**src/pps_pkg.sv**
```systemverilog
// Constants, field layouts and state codes for the profile-position set-point controller.
// Assumes one core clock and synchronous process-data strobes from the fieldbus side.
package pps_pkg;
   localparam logic [15:0] CMD_WORD_INDEX = 16'h6040;
   localparam logic [15:0] OPT_WORD_INDEX = 16'h60F2;
   localparam logic [15:0] CMD_RESET = 16'h0000;
   localparam logic [15:0] OPT_RESET = 16'h0000;
   localparam int CMD_SWITCH_ON = 0;
   localparam int CMD_POWER_ON_VOLTAGE = 1;
   localparam int CMD_QUICK_HALT = 2;
   localparam int CMD_RUN_ENABLE = 3;
   localparam int CMD_NEW_SETPOINT = 4;
   localparam int CMD_CHANGE_NOW = 5;
   localparam int CMD_RELATIVE = 6;
   localparam int CMD_CLEAR_FAULT_FLAG = 7;
   localparam int CMD_HALT = 8;
   localparam int CMD_CHANGE_ON_SETPOINT = 9;
   localparam logic [15:0] CMD_IMPL_MASK = 16'h03FF;
   localparam logic [15:0] OPT_IMPL_MASK = 16'h803F;
   localparam int OPT_REL_LSB = 0;
   localparam int OPT_CIO_LSB = 2;
   localparam int OPT_RRO_LSB = 4;
   localparam int OPT_VENDOR_BIT = 15;
   localparam logic [1:0] REL_LAST_TARGET = 2'h0;
   localparam logic [1:0] REL_DEMAND = 2'h1;
   localparam logic [1:0] REL_ACTUAL = 2'h2;
   localparam logic [1:0] RRO_DEVICE_CLEARS = 2'h1;

   typedef enum logic [1:0] {
      PPS_IDLE = 2'b00,
      PPS_RUN = 2'b01,
      PPS_HALTING = 2'b10
   } pps_state_t;

   typedef struct packed {
      logic signed [31:0] target;
      logic [31:0] velocity;
      logic relative;
      logic [1:0] relOpt;
   } pps_task_t;
endpackage

```
**src/pps_task_if.sv**
```systemverilog
// Carries a resolved positioning task from the decoder to the task slot logic.
// Assumes both ends run on the same core clock.
`timescale 1ns/1ps
interface pps_task_if;
   import pps_pkg::*;
   logic load;
   logic immediate;
   pps_task_t task_d;
   logic busy;
   logic pending;
   modport src (output load, output immediate, output task_d, input busy, input pending);
   modport dst (input load, input immediate, input task_d, output busy, output pending);
endinterface

```
**src/pps_edge_detect.sv**
```systemverilog
// Rising-edge detector for the new set-point bit, sampled once per process-data cycle.
// Assumes the strobe marks a freshly received command word.
`timescale 1ns/1ps
module pps_edge_detect (
   // Clock and reset
   input wire logic core_clk,
   input wire logic reset_n,
   // Sample
   input wire logic sampleStb,
   input wire logic level,
   input wire logic forceLow,
   // Result
   output logic rise
);
   import pps_pkg::*;
   typedef struct packed {
      logic prev;
   } pps_edge_st_t;
   pps_edge_st_t st_r, st_nxt;

   always_comb begin
      st_nxt = st_r;
      if (forceLow) begin
         st_nxt.prev = 1'b0;
      end else if (sampleStb) begin
         st_nxt.prev = level;
      end
   end

   assign rise = sampleStb && level && !st_r.prev;

   always_ff @(posedge core_clk or negedge reset_n) begin
      if (!reset_n) begin
         st_r <= '0;
      end else begin
         st_r <= st_nxt;
      end
   end
endmodule

```
**src/pps_setpoint_ctrl.sv**
```systemverilog
// Command word decoder and set-point manager for profile positioning mode.
// Assumes the fieldbus side writes both words with a one-cycle strobe per cycle,
// and that limit, prohibition and inhibit detection arrive as levels.
`timescale 1ns/1ps
module pps_setpoint_ctrl (
   // Clock and reset
   input wire logic core_clk,
   input wire logic reset_n,
   // Process data writes
   input wire logic cmdWrStb,
   input wire logic [15:0] cmdWrData,
   input wire logic optWrStb,
   input wire logic [15:0] optWrData,
   input wire logic optNvLoad,
   input wire logic [15:0] optNvValue,
   // Task parameters
   input wire logic profilePositioning,
   input wire logic signed [31:0] targetIn,
   input wire logic [31:0] profileVelocity,
   input wire logic signed [31:0] demandPos,
   input wire logic signed [31:0] actualPos,
   // Motion and protection status
   input wire logic moveDone,
   input wire logic haltStopped,
   input wire logic swLimitPos,
   input wire logic swLimitNeg,
   input wire logic prohibitPos,
   input wire logic prohibitNeg,
   input wire logic runInhibit,
   // Register read-back
   output logic [15:0] cmdWord,
   output logic [15:0] optWord,
   // Decoded command bits
   output logic switchOn,
   output logic powerOnVoltage,
   output logic quickHaltN,
   output logic runEnable,
   output logic clearFaultFlag,
   output logic haltReq,
   // Set-point results
   output logic startPulse,
   output logic signed [31:0] runTarget,
   output logic [31:0] runVelocity,
   output logic setpointAck,
   output logic discardPulse,
   output logic [1:0] taskState
);
   import pps_pkg::*;

   typedef struct packed {
      logic [15:0] cmd;
      logic [15:0] opt;
      logic signed [31:0] lastTarget;
      logic hasLastTarget;
      logic decel;
      logic buffOpposite;
      logic runDirNeg;
      logic ack;
      logic discard;
      logic start;
      logic signed [31:0] runTgt;
      logic [31:0] runVel;
      logic [5:0] outBits;
      pps_state_t state;
   } pps_ctrl_st_t;
   pps_ctrl_st_t st_r, st_nxt;

   pps_task_if tif ();
   logic rise;
   logic slotStart;
   pps_task_t slotTask;
   logic discardAll;
   logic slotFlush;
   logic autoClear;
   logic signed [31:0] refPos;
   logic signed [31:0] absTarget;
   logic signed [31:0] basePos;
   logic dirNeg;
   logic blocked;
   logic accept;

   // The device-side clear only drops the stored set-point bit; the edge detector still samples the master's bit 4 unchanged.
   assign autoClear = st_r.ack && (st_r.opt[OPT_RRO_LSB +: 2] == RRO_DEVICE_CLEARS);

   pps_edge_detect u_edge (
      .core_clk(core_clk),
      .reset_n(reset_n),
      .sampleStb(cmdWrStb && profilePositioning),
      .level(cmdWrData[CMD_NEW_SETPOINT]),
      .forceLow(1'b0),
      .rise(rise)
   );

   // Reference selection for relative targets
   always_comb begin
      case (st_r.opt[OPT_REL_LSB +: 2])
         REL_LAST_TARGET: refPos = st_r.hasLastTarget ? st_r.lastTarget : 32'sh0;
         REL_DEMAND: refPos = demandPos;
         REL_ACTUAL: refPos = actualPos;
         default: refPos = st_r.lastTarget;
      endcase
   end

   assign absTarget = cmdWrData[CMD_RELATIVE] ? 32'(refPos + targetIn) : targetIn;
   assign basePos = st_r.state == PPS_IDLE ? actualPos : st_r.runTgt;
   assign dirNeg = absTarget < basePos;

   always_comb begin
      blocked = 1'b0;
      if (profileVelocity == 32'h0) begin
         blocked = 1'b1;
      end else if ((swLimitPos && !dirNeg) || (swLimitNeg && dirNeg)) begin
         blocked = 1'b1;
      end else if ((prohibitPos && !dirNeg) || (prohibitNeg && dirNeg)) begin
         blocked = 1'b1;
      end
   end

   assign accept = rise && !blocked;
   assign discardAll = runInhibit && ((st_r.state == PPS_HALTING) || st_r.buffOpposite);
   // A halt stop ends the running task, so idle really means no task in the slot
   assign slotFlush = discardAll || ((st_r.state == PPS_HALTING) && haltStopped);

   assign tif.load = accept;
   // Bit 9 never enters the decision; bits 3-2 only support code zero.
   assign tif.immediate = cmdWrData[CMD_CHANGE_NOW];
   assign tif.task_d = '{target: absTarget, velocity: profileVelocity,
      relative: cmdWrData[CMD_RELATIVE], relOpt: st_r.opt[OPT_REL_LSB +: 2]};

   pps_task_slot u_slot (
      .core_clk(core_clk),
      .reset_n(reset_n),
      .tif(tif),
      .moveDone(moveDone),
      .discardAll(slotFlush),
      .startStb(slotStart),
      .runTask(slotTask)
   );

   always_comb begin
      st_nxt = st_r;
      st_nxt.ack = 1'b0;
      st_nxt.discard = 1'b0;
      st_nxt.start = slotStart;
      if (cmdWrStb) begin
         st_nxt.cmd = cmdWrData & CMD_IMPL_MASK;
      end
      if (optNvLoad) begin
         st_nxt.opt = optNvValue & OPT_IMPL_MASK;
      end else if (optWrStb) begin
         st_nxt.opt = optWrData & OPT_IMPL_MASK;
      end
      if (autoClear) begin
         st_nxt.cmd[CMD_NEW_SETPOINT] = 1'b0;
      end
      if (accept) begin
         st_nxt.ack = 1'b1;
         st_nxt.lastTarget = absTarget;
         st_nxt.hasLastTarget = 1'b1;
         if (tif.busy && !cmdWrData[CMD_CHANGE_NOW]) begin
            st_nxt.buffOpposite = dirNeg != st_r.runDirNeg;
         end else begin
            st_nxt.runDirNeg = dirNeg;
            st_nxt.buffOpposite = 1'b0;
         end
      end
      if (rise && blocked) begin
         st_nxt.discard = 1'b1;
      end
      if (slotStart) begin
         st_nxt.runTgt = slotTask.target;
         st_nxt.runVel = slotTask.velocity;
      end
      if (!profilePositioning) begin
         st_nxt.hasLastTarget = 1'b0;
      end
      case (st_r.state)
         PPS_IDLE: begin
            if (slotStart) begin
               st_nxt.state = PPS_RUN;
            end
         end
         PPS_RUN: begin
            if (st_r.cmd[CMD_HALT]) begin
               st_nxt.state = PPS_HALTING;
            end else if (!tif.busy && !slotStart) begin
               st_nxt.state = PPS_IDLE;
            end
         end
         PPS_HALTING: begin
            if (haltStopped) begin
               // Halt stop wipes the immediate, bit 9 and option settings of that task.
               st_nxt.cmd[CMD_CHANGE_NOW] = 1'b0;
               st_nxt.cmd[CMD_CHANGE_ON_SETPOINT] = 1'b0;
               st_nxt.opt = OPT_RESET;
               st_nxt.buffOpposite = 1'b0;
               st_nxt.state = PPS_IDLE;
            end
         end
         default: st_nxt.state = PPS_IDLE;
      endcase
      if (discardAll) begin
         st_nxt.discard = 1'b1;
         st_nxt.buffOpposite = 1'b0;
         st_nxt.state = PPS_IDLE;
      end
      st_nxt.outBits = {st_nxt.cmd[CMD_HALT], st_nxt.cmd[CMD_CLEAR_FAULT_FLAG],
         st_nxt.cmd[CMD_RUN_ENABLE], st_nxt.cmd[CMD_QUICK_HALT],
         st_nxt.cmd[CMD_POWER_ON_VOLTAGE], st_nxt.cmd[CMD_SWITCH_ON]};
   end

   assign cmdWord = st_r.cmd;
   assign optWord = st_r.opt;
   assign {haltReq, clearFaultFlag, runEnable, quickHaltN, powerOnVoltage, switchOn} =
      st_r.outBits;
   assign startPulse = st_r.start;
   assign runTarget = st_r.runTgt;
   assign runVelocity = st_r.runVel;
   assign setpointAck = st_r.ack;
   assign discardPulse = st_r.discard;
   assign taskState = st_r.state;

   always_ff @(posedge core_clk or negedge reset_n) begin
      if (!reset_n) begin
         st_r <= '0;
         st_r.cmd <= CMD_RESET;
         st_r.opt <= OPT_RESET;
         st_r.state <= PPS_IDLE;
      end else begin
         st_r <= st_nxt;
      end
   end
endmodule

```
**src/pps_task_slot.sv**
```systemverilog
// Running and buffered task slots with queued versus immediate hand-over.
// Assumes motion done is a pulse from the trajectory generator.
`timescale 1ns/1ps
module pps_task_slot (
   // Clock and reset
   input wire logic core_clk,
   input wire logic reset_n,
   // From decoder
   pps_task_if.dst tif,
   // Motion side
   input wire logic moveDone,
   input wire logic discardAll,
   // Results
   output logic startStb,
   output pps_pkg::pps_task_t runTask
);
   import pps_pkg::*;
   typedef struct packed {
      pps_task_t run;
      pps_task_t buffered;
      logic running;
      logic buffValid;
      logic start;
   } pps_slot_st_t;
   pps_slot_st_t st_r, st_nxt;

   always_comb begin
      st_nxt = st_r;
      st_nxt.start = 1'b0;
      if (discardAll) begin
         st_nxt.running = 1'b0;
         st_nxt.buffValid = 1'b0;
      end else begin
         if (moveDone && st_r.running) begin
            st_nxt.running = st_r.buffValid;
            if (st_r.buffValid) begin
               st_nxt.run = st_r.buffered;
               st_nxt.buffValid = 1'b0;
               st_nxt.start = 1'b1;
            end
         end
         if (tif.load) begin
            if (tif.immediate || !st_nxt.running) begin
               st_nxt.run = tif.task_d;
               st_nxt.running = 1'b1;
               st_nxt.buffValid = 1'b0;
               st_nxt.start = 1'b1;
            end else begin
               st_nxt.buffered = tif.task_d;
               st_nxt.buffValid = 1'b1;
            end
         end
      end
   end

   assign tif.busy = st_r.running;
   assign tif.pending = st_r.buffValid;
   assign startStb = st_r.start;
   assign runTask = st_r.run;

   always_ff @(posedge core_clk or negedge reset_n) begin
      if (!reset_n) begin
         st_r <= '0;
      end else begin
         st_r <= st_nxt;
      end
   end
endmodule

```
**config.mk**
```make
export PLATFORM = sky130hd
export DESIGN_NAME = pps_setpoint_ctrl
export DESIGN_NICKNAME = d
export VERILOG_FILES = /design/src/pps_pkg.sv /design/src/pps_task_if.sv /design/src/pps_edge_detect.sv /design/src/pps_setpoint_ctrl.sv /design/src/pps_task_slot.sv
export SDC_FILE = /design/constraint.sdc
export NUM_CORES = 1
export LEC_CHECK = 0
export BUFFER_PORTS_ARGS = -buffer_cell sky130_fd_sc_hd__buf_2
export CAP_MARGIN = 10
export CELL_PAD_IN_SITES_DETAIL_PLACEMENT = 1
export CELL_PAD_IN_SITES_GLOBAL_PLACEMENT = 1
export CORE_MARGIN = 2
export CORE_UTILIZATION = 43
export CTS_CLUSTER_DIAMETER = 150
export DETAILED_ROUTE_END_ITERATION = 16
export GPL_TIMING_DRIVEN = 0
export HOLD_SLACK_MARGIN = 0.08
export MAX_ROUTING_LAYER = met4
export PLACE_DENSITY_LB_ADDON = 0.1
export SYNTH_ARGS = -nofsm -noshare
export SYNTH_HDL_FRONTEND = slang
export SYNTH_SLANG_ARGS = --single-unit
```
**constraint.sdc**
```tcl
create_clock -name core_clk -period 7.81 [get_ports core_clk]
set_clock_uncertainty 0.15 [all_clocks]
set_input_delay 1.562 -clock core_clk [delete_from_list [all_inputs] [get_ports core_clk]]
set_output_delay 1.562 -clock core_clk [all_outputs]
set_load 0.01 [all_outputs]
```
* Word-level counts from Yosys, hierarchy flattened
Cells that the tools add are included.
Widths: inputs -> output; s select.
** Word-level totals
- Input port bits :: 189
- Register bits :: 274
** Cells by class
- Bitwise logic cells :: 3
- Eq/ne operators :: 10
- Multiplexer cells :: 46
- Magnitude comparators :: 1
- Reduce and logical (&&, ||, !) cells :: 35
- Add/subtract/negate cells :: 1
** Operator list (count)
- $mux 67 :: 4
- $mux 137 :: 1
- $mux 32 :: 3
- $pmux 32 s3 :: 1
- $mux 16 :: 4
- $add 32x32->32 :: 1
- $logic_not 32->1 :: 1
- $lt 32x32->1 :: 1
- $mux 1 :: 22
- $logic_and 1x1->1 :: 15
- $mux 2 :: 6
- $mux 10 :: 1
- $mux 3 :: 3
- $logic_not 1->1 :: 7
- $eq 2x1->1 const B :: 3
- $pmux 2 s3 :: 1
- $reduce_and 3->1 :: 2
- $logic_or 1x1->1 :: 5
- $eq 2x2->1 const B :: 2
- $logic_not 2->1 :: 2
- $ne 4x4->1 const B :: 1
- $ne 3x2->1 const B :: 1
- $ne 3x3->1 const B :: 1
- $not 1->1 :: 3
- 5 further kinds :: 5

* Depth between registers and ports, before layout
Gate-level depths: netlist of the first run.
- Word-level depth :: 17
- Gate-level depth with buffers :: 32

* Hierarchy
A second synthesis of the first run with hierarchy kept.
** Unflattened totals
- Cell total of the unflattened synthesis :: 1391
- Area total of the unflattened synthesis :: 16196.8 µm²
** By module, submodules not included
- pps_setpoint_ctrl :: area each 9641.7 µm², seq. area each 3253.1 µm², cells each 946, instances 1
- pps_task_slot :: area each 6507.5 µm², seq. area each 3428.3 µm², cells each 440, instances 1
- pps_edge_detect :: area each 47.5 µm², seq. area each 25.0 µm², cells each 5, instances 1

* Worst setup path before layout of the first run
No wires, ideal clock.
- Path type :: input -> register
- From :: input port actualPos[0]
- To :: register u_slot.st_r, in the netlist u_slot.runTask[63]
- Data arrival time :: 7319 ps
- Cell stages on the path :: 25
- Slack :: 218 ps
- Required time :: 7537 ps
- Setup time :: 123 ps
- Cell sequence :: a221oi_1 -> a21oi_1 -> ha_1 -> fa_1 -> a211o_1 -> a2111oi_0 -> o31ai_1 -> o211ai_1 -> a31oi_1 -> or4_1 -> a31oi_1 -> xnor2_1 -> mux2_2 -> ha_1 -> nand4_1 -> nor4_1 -> o311a_1 -> nand3b_1 -> o32a_1 -> mux2_1 -> buf_2 -> or3_1 -> clkbuf_1 -> buf_2 -> o221a_1
** Between the ends
- Cells in the longest elaborated chain, start to end :: 13
- Elaborated cells on any way between the ends :: 19
** Ends and longest elaborated chain
- start, declared :: RTL line pps_setpoint_ctrl.sv:21 : input wire logic signed [31:0] actualPos,
- $pmux 32 s3 (*) :: RTL line pps_setpoint_ctrl.sv:96 : case (st_r.opt[OPT_REL_LSB +: 2])
- $add 32x32->32 (*) :: RTL line pps_setpoint_ctrl.sv:104 : assign absTarget = cmdWrData[CMD_RELATIVE] ? 32'(refPos + targetIn) : targetIn;
- $mux 32 (*) :: RTL line pps_setpoint_ctrl.sv:104
- net absTarget[30] :: RTL line pps_setpoint_ctrl.sv:76 : logic signed [31:0] absTarget;
- $lt 32x32->1 (*) :: RTL line pps_setpoint_ctrl.sv:106 : assign dirNeg = absTarget < basePos;
- $logic_not 1->1 :: RTL line pps_setpoint_ctrl.sv:112, pps_setpoint_ctrl.sv:114
- $logic_and 1x1->1 :: RTL line pps_setpoint_ctrl.sv:114 : end else if ((prohibitPos && !dirNeg) || (prohibitNeg && dirNeg)) begin
- $logic_or 1x1->1 :: RTL line pps_setpoint_ctrl.sv:114
- $mux 1 :: RTL line pps_setpoint_ctrl.sv:114
- $mux 1 (*) :: RTL line pps_setpoint_ctrl.sv:112 : end else if ((swLimitPos && !dirNeg) || (swLimitNeg && dirNeg)) begin
- $mux 1 (*) :: RTL line pps_setpoint_ctrl.sv:110 : if (profileVelocity == 32'h0) begin
- $logic_not 1->1 (*) :: RTL line pps_setpoint_ctrl.sv:119 : assign accept = rise && !blocked;
- $logic_and 1x1->1 (*) :: RTL line pps_setpoint_ctrl.sv:119
- $mux 137 (*) :: RTL line pps_task_slot.sv:42 : if (tif.load) begin
- end signal, assigned :: RTL line pps_task_slot.sv:65 : st_r <= st_nxt;
- end, declared :: RTL line pps_task_slot.sv:25 : pps_slot_st_t st_r, st_nxt;
Mark *: on every way through the listed nets, which the timed path passes. The rest lies on a longest branch.
A chain may end at the register's enable or synchronous reset.

* Worst setup path after layout of the first run
- From :: input port actualPos[0]
- To :: register u_slot.st_r[33] (netlist name)
** Between the ends
- Cells in the longest elaborated chain, start to end :: 13
- Elaborated cells on any way between the ends :: 18
** Ends and longest elaborated chain (RTL line)
- $pmux 32 s3 (*) :: pps_setpoint_ctrl.sv:96
- $add 32x32->32 (*) :: pps_setpoint_ctrl.sv:104
- $mux 32 (*) :: pps_setpoint_ctrl.sv:104
- net absTarget[30] :: pps_setpoint_ctrl.sv:76
- $lt 32x32->1 (*) :: pps_setpoint_ctrl.sv:106
- $logic_not 1->1 :: pps_setpoint_ctrl.sv:112, pps_setpoint_ctrl.sv:114
- $logic_and 1x1->1 :: pps_setpoint_ctrl.sv:114
- $logic_or 1x1->1 :: pps_setpoint_ctrl.sv:114
- $mux 1 :: pps_setpoint_ctrl.sv:114
- $mux 1 (*) :: pps_setpoint_ctrl.sv:112
- $mux 1 (*) :: pps_setpoint_ctrl.sv:110
- $logic_not 1->1 (*) :: pps_setpoint_ctrl.sv:119
- $logic_and 1x1->1 (*) :: pps_setpoint_ctrl.sv:119
- $reduce_and 3->1 (no source line) (*)
Marks and branches as above.

==> metrics, run 1 <==
drc violations=0; area share of and/or/nand/nor cells after synthesis=0.129; count of input and output buffers=264; largest net degree at the start of global routing=108; critical path fanouts, max=7; TritonCTS clock tree=done; unrepaired setup endpoints after global routing=true; overflow left after global routing=0; number of buffers created by CTS=30; WL final=52,500 um; Crit path largest cell delay=560 ps; number of filler instances in the final layout=3,815; detailed-placement wirelength estimate=37,200 um; clock insertion delay at the later pin of the skew report=600 ps; total core area=0.0344 mm2; DRT antenna net count=0; GP Congestion=0.955; initial core utilization=0.434; Die X=190 um; Worst Setup Start Kind=input pin; post-synthesis cell count=1,457; number of primary I/O pins=296; sink count of the clock tree=262; count of state elements after synthesis=262; number of setup violations in the final report=0; post-route insts no fill=2,272; total number of H-tree levels=1; post-detailed-route wirelength per cell=23.1 um; final setup slack of the worst path=64.0 ps; capturing element type of the critical path=flip-flop; main combinational cell family by area after synthesis=multiplexers; highest clock rate=0.129 GHz; clock-pin slew of the registers on the worst-case setup and hold paths=approximately 60 ps; average footprint of a synthesized cell=10.2 um2; share of final-layout standard cells stronger than drive strength 1=0.388; asr flop ratio synth=1.00; MaxCap Viol Count=0; Yosys warnings=0; launch point of the critical path=actualPos[0]; area fraction of the dominant cell type after synthesis=0.440; Synth cell types=63; overall fraction of global-route tracks in use=0.290; post-synthesis compound-gate area fraction=0.110; number of global-route vias before repair=13,511; Area growth syn-to-layout=26.7%; number of synthesized flops with an enable pin=0; TNS Setup=0 ps; measured slew at the worst slew-check pin=approximately 1100 ps; outcome=finished clean; Core Rows=between 60 and 70; Top cell by count, worst path=sky130_fd_sc_hd__mux2_4; slowest cell on the critical path=sky130_fd_sc_hd__or4_4; placed cell count=2,183; mean number of vias per cell=5.63; Final Hold Fails=0; number of vias in the routed layout=12,800; largest buffer count on any clock path=3; final hold slack=254 ps; core occupancy in the finished layout=0.550; most frequently used flop master after synthesis=sky130_fd_sc_hd__dfrtp_1; clock root cell=sky130_fd_sc_hd__clkbuf_16; number of optimization iterations in the first detailed-route pass=8; Power Density=~280 mW/mm2; xor and xnor area share after synthesis=0.0141; worst setup timing slack at the placement stage=-2330 ps; startpoint of the most critical register-to-register path=optWord[1]; critical path required time=between 8000 and 9000 ps; vertical die dimension=about 190 um; data arrival time of the critical path=between 8000 and 9000 ps; nets=2,043; post-synthesis instance area=between 0.01 and 0.015 mm2; mux contribution to synthesized area=0.178; pins over their slew limit=0; Worst Hold Class=flip-flop to flip-flop; minimum clock period after layout=roughly 7700 ps; first-iteration detailed-routing DRC count=~600; die outline area=0.0362 mm2; worst supply voltage drop on vdd=0.000202 V; cell class contributing the biggest share of worst-path delay=compound AO/OA/AOI/OAI gates; CP Class=input pin to flip-flop; global-route wire length before repair=78,400 um; hold-fix buffers at CTS=0; static power due to leakage=9.60 nW; cell taking the most area after synthesis=sky130_fd_sc_hd__dfrtp_1; share of the clock period used by the worst path=0.992; top post-synthesis cells by area=sky130_fd_sc_hd__dfrtp_1 (44%), sky130_fd_sc_hd__mux2_2 (12%), sky130_fd_sc_hd__ha_1 (5.2%); number of antenna violations at the first check in global routing=3; worst slew margin relative to its limit=0.272; number of buffers and inverters on the critical path=6; proportion of synthesized chip area in sequential cells=0.440; synthesized-area fraction occupied by adder cells=0.0533; origin of the worst min-delay path=u_slot.startStb
## final cells by class
cell class | count | area, um2 | area share
antenna | 3 | 7.51 | 0.000397
timing repair buffer | 302 | 1840 | 0.0975
tap | 455 | 569 | 0.0301
buffer | 173 | 1300 | 0.0688
clock inverter | 5 | 75.1 | 0.00397
clock buffer | 50 | 916 | 0.0484
sequential | 262 | 6560 | 0.347
inverter | 19 | 71.3 | 0.00377
multi-input combinational | 1003 | 7570 | 0.400
## where the power goes
group / switching (W) / internal (W)
Sequential: 0.000292 / 0.00177
Clock: 0.000593 / 0.000828
Combinational: 0.000901 / 0.000936
Total: 0.00179 / 0.00354
## worst register-to-register path: cells and delay by family, from the launching register on
kind,cells,cell delay (ps)
xor+xnor,1,90
compound gates,10,2270
flops,1,540
simple gates,6,1860
mux,3,980
fa+ha+maj,2,600
buf+inv,6,1090
## layout by cell type (no fill, tap or decap), types with 5 or more instances in the layout
cell type and n:
sky130_fd_sc_hd__a211oi_1 13, sky130_fd_sc_hd__a21o_1 20, sky130_fd_sc_hd__a21oi_1 79, sky130_fd_sc_hd__a221oi_1 32, sky130_fd_sc_hd__a31oi_1 7, sky130_fd_sc_hd__and2_1 12, sky130_fd_sc_hd__buf_12 9, sky130_fd_sc_hd__buf_2 265
sky130_fd_sc_hd__buf_4 123, sky130_fd_sc_hd__buf_6 12, sky130_fd_sc_hd__buf_8 10, sky130_fd_sc_hd__clkbuf_1 43, sky130_fd_sc_hd__clkbuf_16 37, sky130_fd_sc_hd__clkbuf_2 9, sky130_fd_sc_hd__clkbuf_8 9, sky130_fd_sc_hd__conb_1 6
sky130_fd_sc_hd__dfrtp_1 261, sky130_fd_sc_hd__ha_1 60, sky130_fd_sc_hd__inv_1 17, sky130_fd_sc_hd__mux2_2 157, sky130_fd_sc_hd__mux2_4 9, sky130_fd_sc_hd__mux2i_1 75, sky130_fd_sc_hd__nand2_1 43, sky130_fd_sc_hd__nand2b_1 9
sky130_fd_sc_hd__nand3_1 6, sky130_fd_sc_hd__nand4_1 12, sky130_fd_sc_hd__nor2_1 178, sky130_fd_sc_hd__nor2_2 12, sky130_fd_sc_hd__nor2b_1 6, sky130_fd_sc_hd__nor3_1 106, sky130_fd_sc_hd__nor3_2 5, sky130_fd_sc_hd__nor4_1 8
sky130_fd_sc_hd__o211ai_1 9, sky130_fd_sc_hd__o21a_1 10, sky130_fd_sc_hd__o21ai_0 29, sky130_fd_sc_hd__o22ai_2 5, sky130_fd_sc_hd__or3_1 6, sky130_fd_sc_hd__xnor2_1 15, sky130_fd_sc_hd__xor2_1 8
## per-stage QoR
step,instance area (um2),power [W]
floorplan,14900,0.00320
global placement,16800,0.00372
detailed placement,16900,0.00381
CTS,18200,0.00529
global route,18900,0.00565
finish,18900,0.00532
## sequential cells by signal, indices dropped and copies added (netlist names), 2 cells and up
signal          flops
st_r               35
u_slot.st_r        64
u_slot.runTask     64
taskState           2
runVelocity        32
runTarget          32
optWord            16
cmdWord             5
## cell families (layout without fill, tap and decap cells)
kind of cell    Yosys count  count (layout)
buf+inv                 198             549
flops                   262             262
xor+xnor                 24              24
other cells               1               9
compound gates          245             245
mux                     243             243
fa+ha+maj                63              63
simple gates            421             422
## Yosys cell counts, types with 3 or more instances
master,number
sky130_fd_sc_hd__a21oi_1,79
sky130_fd_sc_hd__o211ai_1,9
sky130_fd_sc_hd__xnor2_1,16
sky130_fd_sc_hd__o21ai_0,31
sky130_fd_sc_hd__a211oi_1,13
sky130_fd_sc_hd__a31oi_1,10
sky130_fd_sc_hd__inv_1,18
sky130_fd_sc_hd__a2111oi_0,4
sky130_fd_sc_hd__ha_1,62
sky130_fd_sc_hd__buf_4,98
sky130_fd_sc_hd__dfrtp_1,262
sky130_fd_sc_hd__a211o_1,3
sky130_fd_sc_hd__nand3_1,6
sky130_fd_sc_hd__buf_1,8
sky130_fd_sc_hd__nor4_1,9
sky130_fd_sc_hd__o221ai_1,3
sky130_fd_sc_hd__mux2_2,158
sky130_fd_sc_hd__nor3_1,112
sky130_fd_sc_hd__nand4_1,12
sky130_fd_sc_hd__o21a_1,10
sky130_fd_sc_hd__clkbuf_1,54
sky130_fd_sc_hd__mux2i_1,75
sky130_fd_sc_hd__xor2_1,8
sky130_fd_sc_hd__nand2b_1,9
sky130_fd_sc_hd__o22ai_1,7
sky130_fd_sc_hd__buf_2,19
sky130_fd_sc_hd__o32ai_1,3
sky130_fd_sc_hd__nor2_1,190
sky130_fd_sc_hd__a221oi_1,34
sky130_fd_sc_hd__mux2_1,9
sky130_fd_sc_hd__nor2b_1,7
sky130_fd_sc_hd__a21o_1,20
sky130_fd_sc_hd__nand2_1,44
sky130_fd_sc_hd__or3_1,7
sky130_fd_sc_hd__and2_1,12
## repair_timing
action	in CTS	in global routing
pin swaps	13	27
gates cloned	0	10
setup buffers	11	17
resized for setup	78	119
setup endpoints to repair	168	166
endpoints found under the hold margin	0	0
## per-layer routing
metal	vias to the layer above	wire, um	track usage	part of all wire
met3	107	2450	0.0469	0.047
met1	6544	21700	0.348	0.41
met5	-	0	-	0
met2	308	26500	0.502	0.51
li1	5841	-	-	-
met4	0	1820	0.0883	0.035
## final timing paths
kind,to,slack (ps),cells after the start
min,startPulse,250,0
max reg2reg,u_slot.st_r[33],140,28
min reg2reg,startPulse,250,0
max in group asynchronous,u_slot.runTask[64],5350,3
max,u_slot.st_r[33],60,28
min in group asynchronous,runTarget[16],770,1
Note: power is estimated with default switching activity, not from simulation.
==> inputs of run 2 (changes only) <==
--- a/config.mk
+++ b/config.mk
@@ -10,7 +10,7 @@
 export CELL_PAD_IN_SITES_DETAIL_PLACEMENT = 1
 export CELL_PAD_IN_SITES_GLOBAL_PLACEMENT = 1
 export CORE_MARGIN = 2
-export CORE_UTILIZATION = 43
+export CORE_UTILIZATION = 47
 export CTS_CLUSTER_DIAMETER = 150
 export DETAILED_ROUTE_END_ITERATION = 16
 export GPL_TIMING_DRIVEN = 0
==> constraint.sdc (replaced) <==
create_clock -name core_clk -period 9.5 [get_ports core_clk]
set_clock_uncertainty 0.15 [all_clocks]
set_input_delay 1.9 -clock core_clk [delete_from_list [all_inputs] [get_ports core_clk]]
set_output_delay 1.9 -clock core_clk [all_outputs]
set_load 0.01 [all_outputs]
==> run 2 against run 1 <==
- core utilization increased by 1.8 points
- flip-flop and latch count unchanged
- count of clock-buffer cells in the layout decreased by 4
- setup slack improved by 470 ps
- power decreased by 20%
- die area decreased by 8.3%
- routed wire length decreased by 5.8%
- largest power group unchanged
- final area decreased by 5.7%
- register-to-register slack improved by 470 ps
==> metrics, run 2 (same netlist as run 1, synthesis figures left out) <==
Die X=182 um (-4.3%); setup fix buffers added after clock tree synthesis=0 (-11); number of vias in the routed layout=12,540 (-2.0%); Area growth syn-to-layout=19.6%; leading cell type in the layout, fill and taps excluded=sky130_fd_sc_hd__buf_2; capturing element type of the critical path=flip-flop; first-iteration detailed-routing DRC count=610 (+3.0%); hold path cells=0 (unchanged); net switching power of the design=0.00143 W (-20%); cells on worst reg2reg path=26 (-7.1%); worst supply voltage drop on vdd=0.000157 V (-22%); Multi-input gate area=0.00726 mm2 (-4.1%); Core Rows=65 (-4.4%); pins over their slew limit=0 (unchanged); drc violations=0 (unchanged); die outline area=0.0332 mm2 (-8.3%); hold-fix buffers at CTS=0 (unchanged); nets=2,011 (-1.6%); detailed-route wire length on metal 1=20,300 um (-6.6%); origin of the worst min-delay path=u_slot.startStb; count of input and output buffers=264 (unchanged); sw frac=0.335 (-0.000673); vertical die dimension=182 um (-4.3%); sequential cell area=0.00656 mm2 (about the same); critical path required time=9760 ps (+1620 ps); WL final=49,500 um (-5.8%); worst slew margin relative to its limit=0.222 (-0.0499); total internal power=0.00285 W (-19%); final hold slack=252 ps (-2.63 ps); largest net degree at the start of global routing=120 (+11%); TritonCTS clock tree=done; startpoint of the most critical register-to-register path=optWord[0]; total core area=0.0314 mm2 (-8.7%); detailed-placement wirelength estimate=36,500 um (-2.0%); Routed met2 length=24,200 um (-8.8%); total number of H-tree levels=1 (unchanged); initial core utilization=0.475 (+0.0412); number of filler instances in the final layout=3,557 (-6.8%); Worst Setup Start Kind=input pin; Power Density=240 mW/mm2 (-15%); overflow left after global routing=0 (unchanged); GP Congestion=0.891 (-6.7%); MaxCap Viol Count=0 (unchanged); part of the power in registers=0.395 (+0.007); routed length on met3=2630 um (+7.2%); clock root cell=sky130_fd_sc_hd__clkbuf_16; number of antenna violations at the first check in global routing=3 (unchanged); number of primary I/O pins=296 (unchanged); share of the clock period used by the worst path=0.944; data arrival time of the critical path=9220 ps (+1150 ps); post-detailed-route wirelength per cell=22.6 um (-2.1%); measured slew at the worst slew-check pin=1170 ps (+88.6 ps); clock-pin slew of the registers on the worst-case setup and hold paths=60 ps (about the same); highest routed layer=met4; CP Class=input pin to flip-flop; TNS Setup=0 ps (unchanged); global-route wire length before repair=76,200 um (-2.9%); endpoint with the worst hold slack=startPulse; commonest cells after routing, fill and taps aside=sky130_fd_sc_hd__buf_2 (282), sky130_fd_sc_hd__dfrtp_1 (262), sky130_fd_sc_hd__nor2_1 (190); mean number of vias per cell=5.74 (+1.8%); critical path fanouts, max=10 (+3); number of optimization iterations in the first detailed-route pass=4 (-4); outcome=finished clean; Worst Hold Class=flip-flop to flip-flop; largest buffer count on any clock path=3 (unchanged); logic gate share of total power=0.335 (-0.010); number of resized instances in the post-cts repair step=3 (-96%); number of setup violations in the final report=0 (unchanged); endpoint of the worst-slack reg-to-reg timing path=st_r[108]; highest clock rate=0.112 GHz; setup slack, reg-to-reg=610 ps (+470 ps); static power due to leakage=9.15 nW (-4.6%); unrepaired setup endpoints after global routing=false; number of global-route vias before repair=13,376 (-1.0%); core occupancy in the finished layout=0.568 (+0.0182); Final Hold Fails=0 (unchanged); sink count of the clock tree=262 (unchanged); overall fraction of global-route tracks in use=0.307 (+0.0174); DRT antenna net count=0 (unchanged); share of final-layout standard cells stronger than drive strength 1=0.340 (-0.0473); minimum clock period after layout=8960 ps; number of buffers created by CTS=30 (unchanged); clock share of power=0.270 (+0.003); clock insertion delay at the later pin of the skew report=580 ps (-20 ps)
## run 2: changes by cell type in the layout (fill, tap and decap cells not counted), moves of 8 or more
cell | before | now
sky130_fd_sc_hd__buf_4 | 123 | 98
sky130_fd_sc_hd__buf_2 | 265 | 282
sky130_fd_sc_hd__clkbuf_1 | 43 | 56
sky130_fd_sc_hd__buf_6 | 12 | 0
sky130_fd_sc_hd__nor2_1 | 178 | 190
sky130_fd_sc_hd__nor2_2 | 12 | 0
sky130_fd_sc_hd__buf_12 | 9 | 0
sky130_fd_sc_hd__buf_8 | 10 | 1
sky130_fd_sc_hd__mux2_4 | 9 | 0
sky130_fd_sc_hd__mux2_1 | 1 | 9
## run 2: metrics by stage
step                power [W]  std cells  setup slack (ps)  instance area, um2
floorplan             0.00263       1462              1570               14900
global placement      0.00306       2128              -264               16800
detailed placement    0.00313       2130              -452               16800
CTS                   0.00430       2184              66.0               17800
global route          0.00454       2186              99.6               17800
finish                0.00428       2186               536               17800
## run 2: per-layer routing
layer  GRT usage  vias to the layer above
li1            -                     5752
met1       0.370                     6283
met2       0.516                      379
met3      0.0455                      126
met4       0.133                        0
met5           -                        -
## run 2: power groups by stage
stage	Combinational, W	Sequential (W)	Clock [W]
floorplan	0.00101	0.00162	0
global placement	0.00137	0.00168	0
detailed placement	0.00143	0.00170	0
CTS	0.00144	0.00169	0.00117
global route	0.00158	0.00174	0.00122
finish	0.00143	0.00169	0.00116
## run 2: layout make-up
| cell class | count | area share |
|---|---|---|
| Clock inverter | 8 | 0.00386 |
| Multi-Input combinational cell | 1002 | 0.407 |
| Timing Repair Buffer | 266 | 0.0777 |
| Sequential cell | 262 | 0.368 |
| Antenna cell | 3 | 0.000421 |
| Buffer | 178 | 0.0597 |
| Clock buffer | 46 | 0.0516 |
| Inverter | 19 | 0.00400 |
| Tap cell | 402 | 0.0282 |
## run 2: critical path, cell delays in order
cell and delay (ps):
sky130_fd_sc_hd__buf_2 120, sky130_fd_sc_hd__a221oi_1 280, sky130_fd_sc_hd__a21oi_1 90, sky130_fd_sc_hd__ha_1 270
sky130_fd_sc_hd__fa_1 470, sky130_fd_sc_hd__a211o_1 330, sky130_fd_sc_hd__a2111oi_0 430, sky130_fd_sc_hd__o31ai_1 250
sky130_fd_sc_hd__o211ai_1 280, sky130_fd_sc_hd__a31oi_1 170, sky130_fd_sc_hd__or4_1 450, sky130_fd_sc_hd__a31oi_1 210
sky130_fd_sc_hd__xnor2_1 90, sky130_fd_sc_hd__mux2_2 320, sky130_fd_sc_hd__ha_1 320, sky130_fd_sc_hd__nand4_1 170
sky130_fd_sc_hd__nor4_2 410, sky130_fd_sc_hd__o311a_1 280, sky130_fd_sc_hd__nand3b_1 120, sky130_fd_sc_hd__o32a_1 310
sky130_fd_sc_hd__mux2_1 350, sky130_fd_sc_hd__buf_2 190, sky130_fd_sc_hd__inv_1 90, sky130_fd_sc_hd__buf_2 400
sky130_fd_sc_hd__buf_1 700, sky130_fd_sc_hd__a31oi_1 190
## run 2: how the worst max path moves through the flow
stage                       startpoint                  to  slack, ps  cells past startpoint
final                     actualPos[0]           st_r[108]        540                     26
after CTS                   optWord[1]           st_r[108]         70                     27
after floorplan           actualPos[0]  u_slot.runTask[63]       1570                     25
after global placement    actualPos[1]  u_slot.runTask[43]       -260                     25
after global routing      actualPos[0]           st_r[108]        100                     26
after detailed placement  actualPos[1]  u_slot.runTask[52]       -450                     25
